## config.mk

```make
export PLATFORM = sky130hd
export DESIGN_NAME = sba_arbiter
export DESIGN_NICKNAME = d
export VERILOG_FILES = /design/src/core/sba_pkg.sv /design/src/core/sba_arbiter.sv /design/src/core/sba_edge_det.sv /design/src/core/sba_tick_gen.sv
export SDC_FILE = /design/constraint.sdc
export NUM_CORES = 1
export LEC_CHECK = 0
export BUFFER_PORTS_ARGS = -buffer_cell sky130_fd_sc_hd__buf_2
export CORE_MARGIN = 4
export CORE_UTILIZATION = 50
export DETAILED_ROUTE_END_ITERATION = 8
export PLACE_DENSITY = 0.71
export SETUP_SLACK_MARGIN = 0.05
export SYNTH_ARGS = -nofsm -noshare
export SYNTH_HDL_FRONTEND = slang
export SYNTH_SLANG_ARGS = --single-unit
```

## constraint.sdc

```tcl
create_clock -name clk -period 2.5 [get_ports clk]
set_input_delay 0.5 -clock clk [delete_from_list [all_inputs] [get_ports clk]]
set_output_delay 0.5 -clock clk [all_outputs]
set_load 0.02 [all_outputs]
```

## src/core/sba_pkg.sv

```systemverilog
// package: constants and types of the serial bus arbiter
package sba_pkg;

  // ---------------------------------------------------------------
  // register map
  // ---------------------------------------------------------------
  localparam logic [7:0] OFS_CTRL = 8'h00;
  localparam logic [7:0] OFS_COUNT = 8'h01;
  localparam logic [7:0] OFS_CFG2 = 8'h02;
  localparam logic [7:0] RD_ZERO = 8'h00;

  // ---------------------------------------------------------------
  // field positions
  // ---------------------------------------------------------------
  localparam int BIT_MODE_HI = 7;
  localparam int BIT_MODE_LO = 6;
  localparam int BIT_CLK_SEL = 4;
  localparam int BIT_PSRC = 0;

  // ---------------------------------------------------------------
  // counter values
  // ---------------------------------------------------------------
  localparam int CNT_W = 9;
  localparam logic [CNT_W-1:0] CNT_RST = 9'h000;
  localparam logic [CNT_W-1:0] CNT_ONE = 9'h001;
  localparam logic [CNT_W-1:0] CNT_MAX = 9'h1FF;
  localparam logic [CNT_W-1:0] SAMPLE_BUS = 9'h038;
  localparam logic [CNT_W-1:0] SAMPLE_PSC = 9'h008;

  // ---------------------------------------------------------------
  // clock dividers
  // ---------------------------------------------------------------
  localparam logic [1:0] DIV4_RST = 2'h0;
  localparam logic [1:0] DIV4_STEP = 2'h1;
  localparam logic [1:0] DIV4_LAST = 2'h3;
  localparam logic [7:0] PRESC_RST = 8'h00;
  localparam logic [7:0] PRESC_STEP = 8'h01;
  localparam logic [7:0] PRESC_DIV_DEF = 8'h01;

  // ---------------------------------------------------------------
  // types
  // ---------------------------------------------------------------
  typedef enum logic [1:0] {
    MODE_IDLE = 2'b00,
    MODE_MEAS = 2'b01,
    MODE_ARB = 2'b10,
    MODE_RSVD = 2'b11
  } sba_mode_t;

  typedef enum logic [1:0] {
    PH_IDLE = 2'b00,
    PH_RUN = 2'b01,
    PH_STOP = 2'b10
  } sba_phase_t;

  // control register image, msb first
  typedef struct packed {
    sba_mode_t mode;
    logic lost;
    logic clk_sel;
    logic done;
    logic run;
    logic ovf;
    logic msb;
  } sba_ctrl_t;

  typedef struct packed {
    logic wr;
    logic rd;
    logic [7:0] addr;
    logic [7:0] wdata;
  } sba_bus_t;

endpackage

```

## src/core/sba_arbiter.sv

```systemverilog
// serial bus arbiter: bit time measurement and bus arbitration
//
// Functional notes
// - two-bit mode field: idle, measure, arbitrate; value 11 reserved.
// - reset clears mode, clock select, all flags and counter bits.
// - lost flag is read-only; writing 0 to upper mode bit clears it.
// - clock select 1 uses half prescaler output, 0 uses bus clock / 4.
// - prescaler runs from bus clock or crystal clock per source select.
// - done flag set when measurement ends; any control write clears it.
// - running flag reads 1 while counting, 0 while stopped.
// - overflow flag set on counter overflow; any control write clears it.
// - control register shows counter msb, cleared by any control write.
// - count register shows low eight counter bits, cleared by control write.
// - mode 00 holds counter at reset and idle.
// - measure, select 0: run between two falling receive edges, then done.
// - measure, select 1: start while receive is low, immediately if so.
// - measure, select 1: stop on next rising receive edge.
// - arbitration mode starts counter on every transmit rising edge.
// - sample receive at 38h or 08h; low there sets lost flag.
// - while lost flag set, transmit pin forced high.
// - transmit low before a low sample resets counter until next rise.
// - counter is nine bits plus an overflow bit.
`timescale 1ns/1ns
module sba_arbiter
  import sba_pkg::*;
#(
  parameter logic [7:0] PRESC_DIV = PRESC_DIV_DEF
) (
  // clock and reset
  input wire logic clk,
  input wire logic reset,
  // register port
  input wire logic [7:0] reg_addr,
  input wire logic [7:0] reg_wdata,
  input wire logic reg_wr,
  input wire logic reg_rd,
  output logic [7:0] reg_rdata,
  // serial lines
  input wire logic rx_pin,
  input wire logic serial_tx_internal,
  output logic tx_pin,
  // clock source
  input wire logic crystal_tick
);

  // ---------------------------------------------------------------
  // bus decode
  // ---------------------------------------------------------------
  sba_bus_t bus;
  logic ctrl_wr;
  logic cfg_wr;

  assign bus = '{wr: reg_wr, rd: reg_rd, addr: reg_addr, wdata: reg_wdata};

  always_comb begin
    ctrl_wr = 1'b0;
    cfg_wr = 1'b0;
    if (bus.wr && bus.addr == OFS_CTRL) begin
      ctrl_wr = 1'b1;
    end else if (bus.wr && bus.addr == OFS_CFG2) begin
      cfg_wr = 1'b1;
    end
  end

  // ---------------------------------------------------------------
  // state
  // ---------------------------------------------------------------
  sba_mode_t mode_q, mode_d;
  sba_phase_t phase_q, phase_d;
  logic [CNT_W-1:0] cnt_q, cnt_d;
  logic clk_sel_q, clk_sel_d;
  logic psrc_q, psrc_d;
  logic lost_q, lost_d;
  logic done_q, done_d;
  logic ovf_q, ovf_d;
  logic sampled_q, sampled_d;
  logic tx_pin_q, tx_pin_d;
  logic [7:0] rdata_q, rdata_d;
  logic ev_done, ev_ovf, ev_lost;
  logic cnt_tick;
  logic rx_rise, rx_fall, tx_rise, tx_fall;
  logic [CNT_W-1:0] sample_at;
  logic [CNT_W:0] cnt_inc;
  sba_ctrl_t ctrl_view;

  // ---------------------------------------------------------------
  // helpers
  // ---------------------------------------------------------------
  sba_tick_gen #(
    .PRESC_DIV(PRESC_DIV)
  ) u_tick (
    .clk(clk),
    .reset(reset),
    .clk_sel(clk_sel_q),
    .psrc_sel(psrc_q),
    .crystal_tick(crystal_tick),
    .cnt_tick(cnt_tick)
  );

  sba_edge_det #(
    .WIDTH(2),
    .IDLE_LVL(2'h3)
  ) u_edge (
    .clk(clk),
    .reset(reset),
    .line_in({serial_tx_internal, rx_pin}),
    .rise({tx_rise, rx_rise}),
    .fall({tx_fall, rx_fall})
  );

  assign sample_at = clk_sel_q ? SAMPLE_PSC : SAMPLE_BUS;
  // extra top bit is the overflow bit
  assign cnt_inc = {1'b0, cnt_q} + {1'b0, CNT_ONE};

  // ---------------------------------------------------------------
  // counter and flags
  // ---------------------------------------------------------------
  always_comb begin
    mode_d = mode_q;
    phase_d = phase_q;
    cnt_d = cnt_q;
    clk_sel_d = clk_sel_q;
    psrc_d = psrc_q;
    sampled_d = sampled_q;
    ev_done = 1'b0;
    ev_ovf = 1'b0;
    ev_lost = 1'b0;
    case (mode_q)
      MODE_MEAS: begin
        case (phase_q)
          PH_IDLE: begin
            if (clk_sel_q ? !rx_pin : rx_fall) begin
              phase_d = PH_RUN;
              cnt_d = CNT_RST;
            end
          end
          PH_RUN: begin
            if (clk_sel_q ? rx_rise : rx_fall) begin
              phase_d = PH_STOP;
              ev_done = 1'b1;
            end else if (cnt_tick) begin
              cnt_d = cnt_inc[CNT_W-1:0];
              ev_ovf = cnt_inc[CNT_W];
            end
          end
          PH_STOP: begin
            phase_d = PH_STOP;
          end
          default: begin
            phase_d = PH_IDLE;
          end
        endcase
      end
      MODE_ARB: begin
        if (tx_rise) begin
          phase_d = PH_RUN;
          cnt_d = CNT_RST;
          sampled_d = 1'b0;
        end else if (tx_fall && !lost_q) begin
          phase_d = PH_IDLE;
          cnt_d = CNT_RST;
          sampled_d = 1'b0;
        end else if (phase_q == PH_RUN) begin
          if (cnt_q == sample_at && !sampled_q) begin
            sampled_d = 1'b1;
            ev_lost = !rx_pin;
          end
          if (cnt_tick) begin
            cnt_d = cnt_inc[CNT_W-1:0];
            ev_ovf = cnt_inc[CNT_W];
          end
        end
      end
      default: begin
        // idle and reserved codes keep the counter cleared
        phase_d = PH_IDLE;
        cnt_d = CNT_RST;
        sampled_d = 1'b0;
      end
    endcase
    // software write clears the counter and returns it to idle
    if (ctrl_wr) begin
      mode_d = sba_mode_t'(bus.wdata[BIT_MODE_HI:BIT_MODE_LO]);
      clk_sel_d = bus.wdata[BIT_CLK_SEL];
      phase_d = PH_IDLE;
      cnt_d = CNT_RST;
      sampled_d = 1'b0;
    end
    if (cfg_wr) begin
      psrc_d = bus.wdata[BIT_PSRC];
    end
    // hardware set wins over software clear
    done_d = (done_q && !ctrl_wr) || ev_done;
    ovf_d = (ovf_q && !ctrl_wr) || ev_ovf;
    lost_d = (lost_q && !(ctrl_wr && !bus.wdata[BIT_MODE_HI])) || ev_lost;
    tx_pin_d = serial_tx_internal || lost_d;
  end

  always_ff @(posedge clk) begin
    if (reset) begin
      mode_q <= MODE_IDLE;
      phase_q <= PH_IDLE;
      cnt_q <= CNT_RST;
      clk_sel_q <= 1'b0;
      psrc_q <= 1'b0;
      lost_q <= 1'b0;
      done_q <= 1'b0;
      ovf_q <= 1'b0;
      sampled_q <= 1'b0;
      tx_pin_q <= 1'b1;
    end else begin
      mode_q <= mode_d;
      phase_q <= phase_d;
      cnt_q <= cnt_d;
      clk_sel_q <= clk_sel_d;
      psrc_q <= psrc_d;
      lost_q <= lost_d;
      done_q <= done_d;
      ovf_q <= ovf_d;
      sampled_q <= sampled_d;
      tx_pin_q <= tx_pin_d;
    end
  end

  assign tx_pin = tx_pin_q;

  // ---------------------------------------------------------------
  // read back
  // ---------------------------------------------------------------
  always_comb begin
    ctrl_view = '{
      mode: mode_q,
      lost: lost_q,
      clk_sel: clk_sel_q,
      done: done_q,
      run: (phase_q == PH_RUN),
      ovf: ovf_q,
      msb: cnt_q[CNT_W-1]
    };
    rdata_d = RD_ZERO;
    if (bus.rd && bus.addr == OFS_CTRL) begin
      rdata_d = ctrl_view;
    end else if (bus.rd && bus.addr == OFS_COUNT) begin
      rdata_d = cnt_q[7:0];
    end else if (bus.rd && bus.addr == OFS_CFG2) begin
      rdata_d = {7'h00, psrc_q};
    end
  end

  always_ff @(posedge clk) begin
    if (reset) begin
      rdata_q <= RD_ZERO;
    end else begin
      rdata_q <= rdata_d;
    end
  end

  assign reg_rdata = rdata_q;
endmodule // sba_arbiter

```

## src/core/sba_edge_det.sv

```systemverilog
// edge detector for synchronous single-bit lines
`timescale 1ns/1ns
module sba_edge_det
  import sba_pkg::*;
#(
  parameter int WIDTH = 2,
  parameter logic [WIDTH-1:0] IDLE_LVL = '1
) (
  // clock and reset
  input wire logic clk,
  input wire logic reset,
  // lines
  input wire logic [WIDTH-1:0] line_in,
  // edges
  output logic [WIDTH-1:0] rise,
  output logic [WIDTH-1:0] fall
);

  logic [WIDTH-1:0] prev_q;
  logic [WIDTH-1:0] prev_d;

  always_comb begin
    prev_d = line_in;
  end

  always_ff @(posedge clk) begin
    if (reset) begin
      prev_q <= IDLE_LVL;
    end else begin
      prev_q <= prev_d;
    end
  end

  for (genvar i = 0; i < WIDTH; i++) begin : g_edge
    assign rise[i] = line_in[i] & ~prev_q[i];
    assign fall[i] = ~line_in[i] & prev_q[i];
  end

endmodule // sba_edge_det

```

## src/core/sba_tick_gen.sv

```systemverilog
// counter clock enables: bus clock / 4 or prescaler output / 2
`timescale 1ns/1ns
module sba_tick_gen
  import sba_pkg::*;
#(
  parameter logic [7:0] PRESC_DIV = PRESC_DIV_DEF
) (
  // clock and reset
  input wire logic clk,
  input wire logic reset,
  // selection
  input wire logic clk_sel,
  input wire logic psrc_sel,
  input wire logic crystal_tick,
  // enable out
  output logic cnt_tick
);

  logic [1:0] div4_q, div4_d;
  logic [7:0] presc_q, presc_d;
  logic half_q, half_d;
  logic tick_q, tick_d;
  logic src_tick;
  logic presc_out;

  always_comb begin
    src_tick = psrc_sel ? crystal_tick : 1'b1;
    presc_out = src_tick && (presc_q == PRESC_DIV - PRESC_STEP);
    div4_d = div4_q + DIV4_STEP;
    presc_d = presc_q;
    if (src_tick) begin
      presc_d = presc_out ? PRESC_RST : presc_q + PRESC_STEP;
    end
    half_d = half_q ^ presc_out;
    tick_d = clk_sel ? (presc_out && half_q) : (div4_q == DIV4_LAST);
  end

  always_ff @(posedge clk) begin
    if (reset) begin
      div4_q <= DIV4_RST;
      presc_q <= PRESC_RST;
      half_q <= 1'b0;
      tick_q <= 1'b0;
    end else begin
      div4_q <= div4_d;
      presc_q <= presc_d;
      half_q <= half_d;
      tick_q <= tick_d;
    end
  end

  assign cnt_tick = tick_q;

endmodule // sba_tick_gen

```

After elaboration in Yosys (flattened, before gate mapping)
Cells that the tools add are included.
{"block": "classes", "add_sub_neg": 3, "eq_ne": 15, "mux": 46, "bitwise": 10, "reduce_logical": 30}
{"cell": "$mux 9", "count": 6}
{"cell": "$pmux 9 s2", "count": 2}
{"cell": "$mux 1", "count": 26}
{"cell": "$mux 8", "count": 3}
{"cell": "$logic_not 8->1", "count": 2}
{"cell": "$logic_and 1x1->1", "count": 13}
{"cell": "$ne 3x3->1 const B", "count": 4}
{"cell": "$add 9x1->10 const B", "count": 1}
{"cell": "$eq 9x6->1", "count": 1}
{"cell": "$add 8x1->8 const B", "count": 1}
{"cell": "$eq 8x1->1 const B", "count": 1}
{"cell": "$eq 8x2->1 const B", "count": 1}
{"cell": "$mux 2", "count": 4}
{"cell": "$ne 4x4->1 const B", "count": 2}
{"cell": "$eq 2x2->1 const B", "count": 3}
{"cell": "$logic_not 1->1", "count": 6}
{"cell": "$mux 6", "count": 1}
{"cell": "$pmux 2 s3", "count": 1}
{"cell": "$reduce_and 3->1", "count": 2}
{"cell": "$not 1->1", "count": 5}
{"cell": "$and 1x1->1", "count": 4}
{"cell": "$eq 2x1->1 const B", "count": 2}
{"cell": "$logic_or 1x1->1", "count": 4}
{"cell": "$pmux 1 s2", "count": 2}
{"cell": "7 further kinds", "count": 7}
{"block": "word_totals", "register_bits": 42, "inputBits": 23, "output_inout_bits": 9}

Longest topological paths before layout
{"block": "logic_depth", "word_depth": 10, "depth_mapped": 9, "ltp_nobuf": 8}

Hierarchy
From an unflattened synthesis, not the netlist that was laid out.
{"block": "unflattened", "cells_unflattened": 251, "hier_area_um2": 2289.7}
{"module": "sba_arbiter", "instances": 1, "cells_each": 180, "area_per_inst_um2": 1611.5}
{"module": "sba_tick_gen", "instances": 1, "cells_each": 63, "area_per_inst_um2": 598.1}
{"module": "sba_edge_det", "instances": 1, "cells_each": 8, "area_per_inst_um2": 80.1}

Least setup slack after synthesis
No wires, ideal clock.
{"block": "synth_timing", "path_kind": "input to register", "start": "input port reg_addr[5]", "end": "register cnt_q[2]", "setup_ns": 0.125, "arrival_time_ns": 1.979, "t_required_ns": 2.375, "slack_ns": 0.396, "cell_stages": 7, "n_path_buf": 2, "cell_sequence": "or4_4 > nor4b_4 > or2_1 > buf_6 > or2_2 > buf_6 > o32ai_1"}
{"block": "synth_via", "elab_chain_cells": 4}
{"item": "from (decl)", "line_no": "sba_arbiter.sv:33", "source": "input wire logic [7:0] reg_addr,"}
{"item": "$logic_not 8->1", "line_no": "sba_arbiter.sv:58", "source": "if (bus.wr && bus.addr == OFS_CTRL) begin"}
{"item": "$logic_and 1x1->1", "line_no": "sba_arbiter.sv:58"}
{"item": "$mux 1", "line_no": "sba_arbiter.sv:58"}
{"item": "$reduce_or 2->1 (no source line)"}
{"item": "to (signal assigned)", "line_no": "sba_arbiter.sv:214", "source": "cnt_q <= cnt_d;"}
{"item": "to (decl)", "line_no": "sba_arbiter.sv:70", "source": "logic [CNT_W-1:0] cnt_q, cnt_d;"}
Every way passes these cells.
A chain may end at the register's enable or synchronous reset.

Worst setup path after layout
{"block": "layout_timing", "start": "register phase_q[1]", "end": "register cnt_q[5]"}
{"block": "layout_via", "elab_chain_cells": 3, "word_cells_on_any_way": 9, "cone_classes": "eq/ne (5); mux (2); reduce/logical (2)"}
{"item": "from (decl)", "line_no": "sba_arbiter.sv:69", "source": "sba_phase_t phase_q, phase_d;"}
{"item": "from (signal assigned)", "line_no": "sba_arbiter.sv:213", "source": "phase_q <= phase_d;"}
{"item": "$eq 2x1->1 / $logic_not 2->1 (equally long branches)", "line_no": "sba_arbiter.sv:130, sba_arbiter.sv:163"}
{"item": "$pmux 9 s2 (tied with other cells)", "line_no": "sba_arbiter.sv:130", "source": "case (phase_q)"}
{"item": "$pmux 9 s2 / $reduce_and 4->1 (equally long branches)"}
Several ways; a longest one is shown, not always the timed one.

==> results.md <==
* GPL Wtd Cong at 0.836
* Slew @ Worst Pin at 0.690 ns
* Critical R2R Capture: cnt_q[5]
* Hold Vio Cnt, Final at 0
* P per Cell Area at 528 nW/µm²
* Net count after synthesis at 277
* Worst-path cell chain: inv_1 > ha_1 > and3b_1 > o21ai_0 > nand4_1 > or2_2 > o32ai_1
* CP Launch Point: phase_q[1]
* Drt wl/cell at 13.4 µm
* Class of the worst hold path: register to register
* Postcts setup bufs at 0
* Detailed Route Iter0 Violations at 70
* Post-synth EDFFs at 0
* Critical R2R Launch: phase_q[1]
* Worst-Skew Late Latency at ~0.29 ns
* Status: finished clean
* Core Area at 4060 µm²
* Num CTS Buffers at 5
* Critical Path End: cnt_q[5]
* ANT cells at 0
* Peak supply drop at 0.350 mV
* Worst Path Max Fanout at 10
* Worst slack at placement at roughly 0.36 ns
* Count of TritonRoute iterations in the first routing pass at 4
* Arr. time, crit path at 2.33 ns
* Antenna Violating Nets Remaining at 0
* Mapped Area at 2120 µm²
* Vias in the first global route at 1612
* Leakage power at 0.914 nW
* # rows at 23
* Setup tns final at 0 ns
* Worst Skew at around 0.0070 ns
* DR DRC count at 0
* H-tree level count at 2
* CP peak stage delay at 0.38 ns
* CP required at approximately 2.7 ns
* Fin util at 59.0%
* Max Freq at about 470 MHz
* Sequential share of the synthesized area at 39.7%
* Fin. max-slew vios at 0
* Top Ports at 32
* Design area at 2390 µm²
* Tmin final at between 2 and 2.5 ns
* Via count at 1767
* Post-CTS sizing at 0
* Die width at 73.1 µm
* Power Total at 0.00126 W
* Largest net degree at the start of global routing at 19
* Bufs on Longest Clock Path at 2
* Yosys cell types at 40
* MaxCap Viol Count at 0
* GRT Overall Usage at 17.4%
* Worst setup margin at approximately 0.37 ns
* Total grt overflow at 0
* FFs w/ async S/R, synth at 0%
* Syn. warnings at 0
* Ys flop type: dfxtp_1
* Net count, final at 305
* Slew margin rel. at 53.8%
* Slack of the worst reg-to-reg path at ~0.37 ns
* Layout area overhead at 13.1%
* CTS Hold Bufs at 0
* Critical path endpoint category: register
* Final period util at 85.1%
* # port buffers at 27
* HPWL after detailed placement at 3340 µm
* Initial Util at 52.2%
* Crit path kind: register to register
* Number of fill cells at 368
* CTS sink cnt at 42
* Clk slew on worst S/H paths at about 0.080 ns
* Routed Wire Length at approximately 4300 µm
* FF+latch count, synth at 42
* Setup violations, final at 0
* Crit path max-delay cell type: or2_2
* Mean Syn Cell Area at 8.71 µm²
* Via/cell ratio at about 5.5
* Die ar. at roughly 5300 µm²
* Worst Reg-to-Reg Cells at 7
* CTS root buffer: clkbuf_8
* CTS tree: yes
* Initial antenna violation count at 0
* Placed inst area at around 2300 µm²
* Critical Path Start Type: register
* First-pass GRT wire length at 7220 µm
* Gate Count Post-Synth at 243
* Vert. Die Dim at 73.1 µm
* Layout cells sized above 1 at 16.5%
* Unrepaired setup endpoints after global routing: no
[report_power, final]
group | leakage, nW | total (W) | switching [W] | internal (W)
clock | 0.0514 | 0.000528 | 0.000230 | 0.000298
combinational | 0.522 | 0.0000564 | 0.0000288 | 0.0000276
sequential | 0.340 | 0.000680 | 0.00000406 | 0.000676
total | 0.914 | 0.00126 | 0.000263 | 0.00100
[routing by layer]
layer | GRT usage (%) | part of all wire (%) | up-vias | wire length (µm)
met3 | 4.41 | 7.3 | 7 | 315
met4 | 7.38 | 1.5 | 0 | 63
li1 | - | - | 907 | -
met2 | 27.6 | 44 | 48 | 1900
met5 | 0 | 0 | - | 0
met1 | 22.1 | 47 | 805 | 2020
[cells in the final DEF, fill, tap and decap left out, drive strengths merged, types with 2 or more instances in the layout]
cell type	count
nor3	3
o21ai	4
nand4	7
xor2	6
or2	5
nand2b	7
o22ai	2
a2bb2oi	2
o32ai	6
buf	30
mux2i	14
nand2	25
nor2	32
nor3b	3
and3b	4
a31oi	2
nor4b	4
or4	2
ha	11
o211ai	3
clkbuf	6
dfxtp	42
nand3	5
nor2b	7
a32oi	2
or3	3
a21oi	11
and3	4
inv	11
[synthesized netlist by cell type (3+ instances only)]
library cell | count | area share, %
and3_1 | 4 | 1.2
nor3_1 | 3 | 0.71
nand2_1 | 25 | 4.4
nor3b_1 | 3 | 1.1
inv_1 | 11 | 2.0
nor2_1 | 32 | 5.7
o32ai_1 | 6 | 2.5
o211ai_1 | 3 | 1.1
dfxtp_1 | 42 | 40
ha_1 | 11 | 6.5
nor2b_1 | 7 | 2.1
nand2b_1 | 7 | 2.1
and3b_1 | 4 | 1.7
o21ai_0 | 4 | 0.95
nor4b_1 | 3 | 1.2
xor2_1 | 6 | 2.5
or3_1 | 3 | 0.89
clkbuf_1 | 6 | 1.1
a21oi_1 | 11 | 2.6
or2_2 | 4 | 1.2
nand4_1 | 7 | 2.1
nand3_1 | 5 | 1.2
mux2i_1 | 14 | 6.6
[final cells by class]
cell class                      instances  area, µm²  share of cell area [%]
Clock buffer                            6       72.6                    3.03
Sequential cell                        42        841                    35.1
Multi-Input combinational cell        181       1180                    49.4
Tap cell                               50       62.6                    2.61
Inverter                               11       41.3                    1.72
Clock inverter                          2       37.5                    1.57
Timing Repair Buffer                   30        158                    6.58
[logic make-up (layout without fill, tap and decap cells)]
kind of cell	Yosys count	after routing	share of synthesized area (%)
muxes	14	14	6.62
AOI/OAI and AO/OA	34	34	10.8
adders and majority gates	11	11	6.50
and+or+nand+nor	115	115	29.1
xor gates and xnor gates	7	7	2.90
buffers and inverters	20	49	4.43
DFF	42	42	39.7
[through the flow]
step / cells / hold WS (ns)
after CTS: 322 / 0.431
after floorplan: 243 / 0.399
after global routing: 322 / 0.448
after global placement: 314 / 0.413
after detailed placement: 314 / 0.419
final: 322 / 0.433
[worst min-delay path by stage]
stage / depth (start not counted) / endpoint / startpoint
after global routing: 3 / mode_q[0] / reg_wdata[6]
after floorplan: 1 / u_tick.div4_q[0] / u_tick.div4_q[0]
after global placement: 1 / u_tick.div4_q[0] / u_tick.div4_q[0]
after CTS: 1 / u_tick.div4_q[0] / u_tick.div4_q[0]
final: 1 / u_tick.div4_q[0] / u_tick.div4_q[0]
after detailed placement: 1 / u_tick.div4_q[0] / u_tick.div4_q[0]
[worst max-delay path: cells and delay by family, from the launching register on]
family,cells,cell delay (ns)
AND/OR/NAND/NOR,3,0.80
flip-flops,1,0.34
buffers and inverters,1,0.07
AO/OA/AOI/OAI,2,0.51
adder cells (fa/ha/maj),1,0.30
[sequential cells by signal, indices dropped and copies added, names as in the netlist, 2 cells and up]
signal	cells
u_edge.prev_q	2
mode_q	2
phase_q	2
cnt_q	9
u_tick.presc_q	8
u_tick.div4_q	2
reg_rdata	8
No activity file was read; power rests on OpenSTA's default activity.
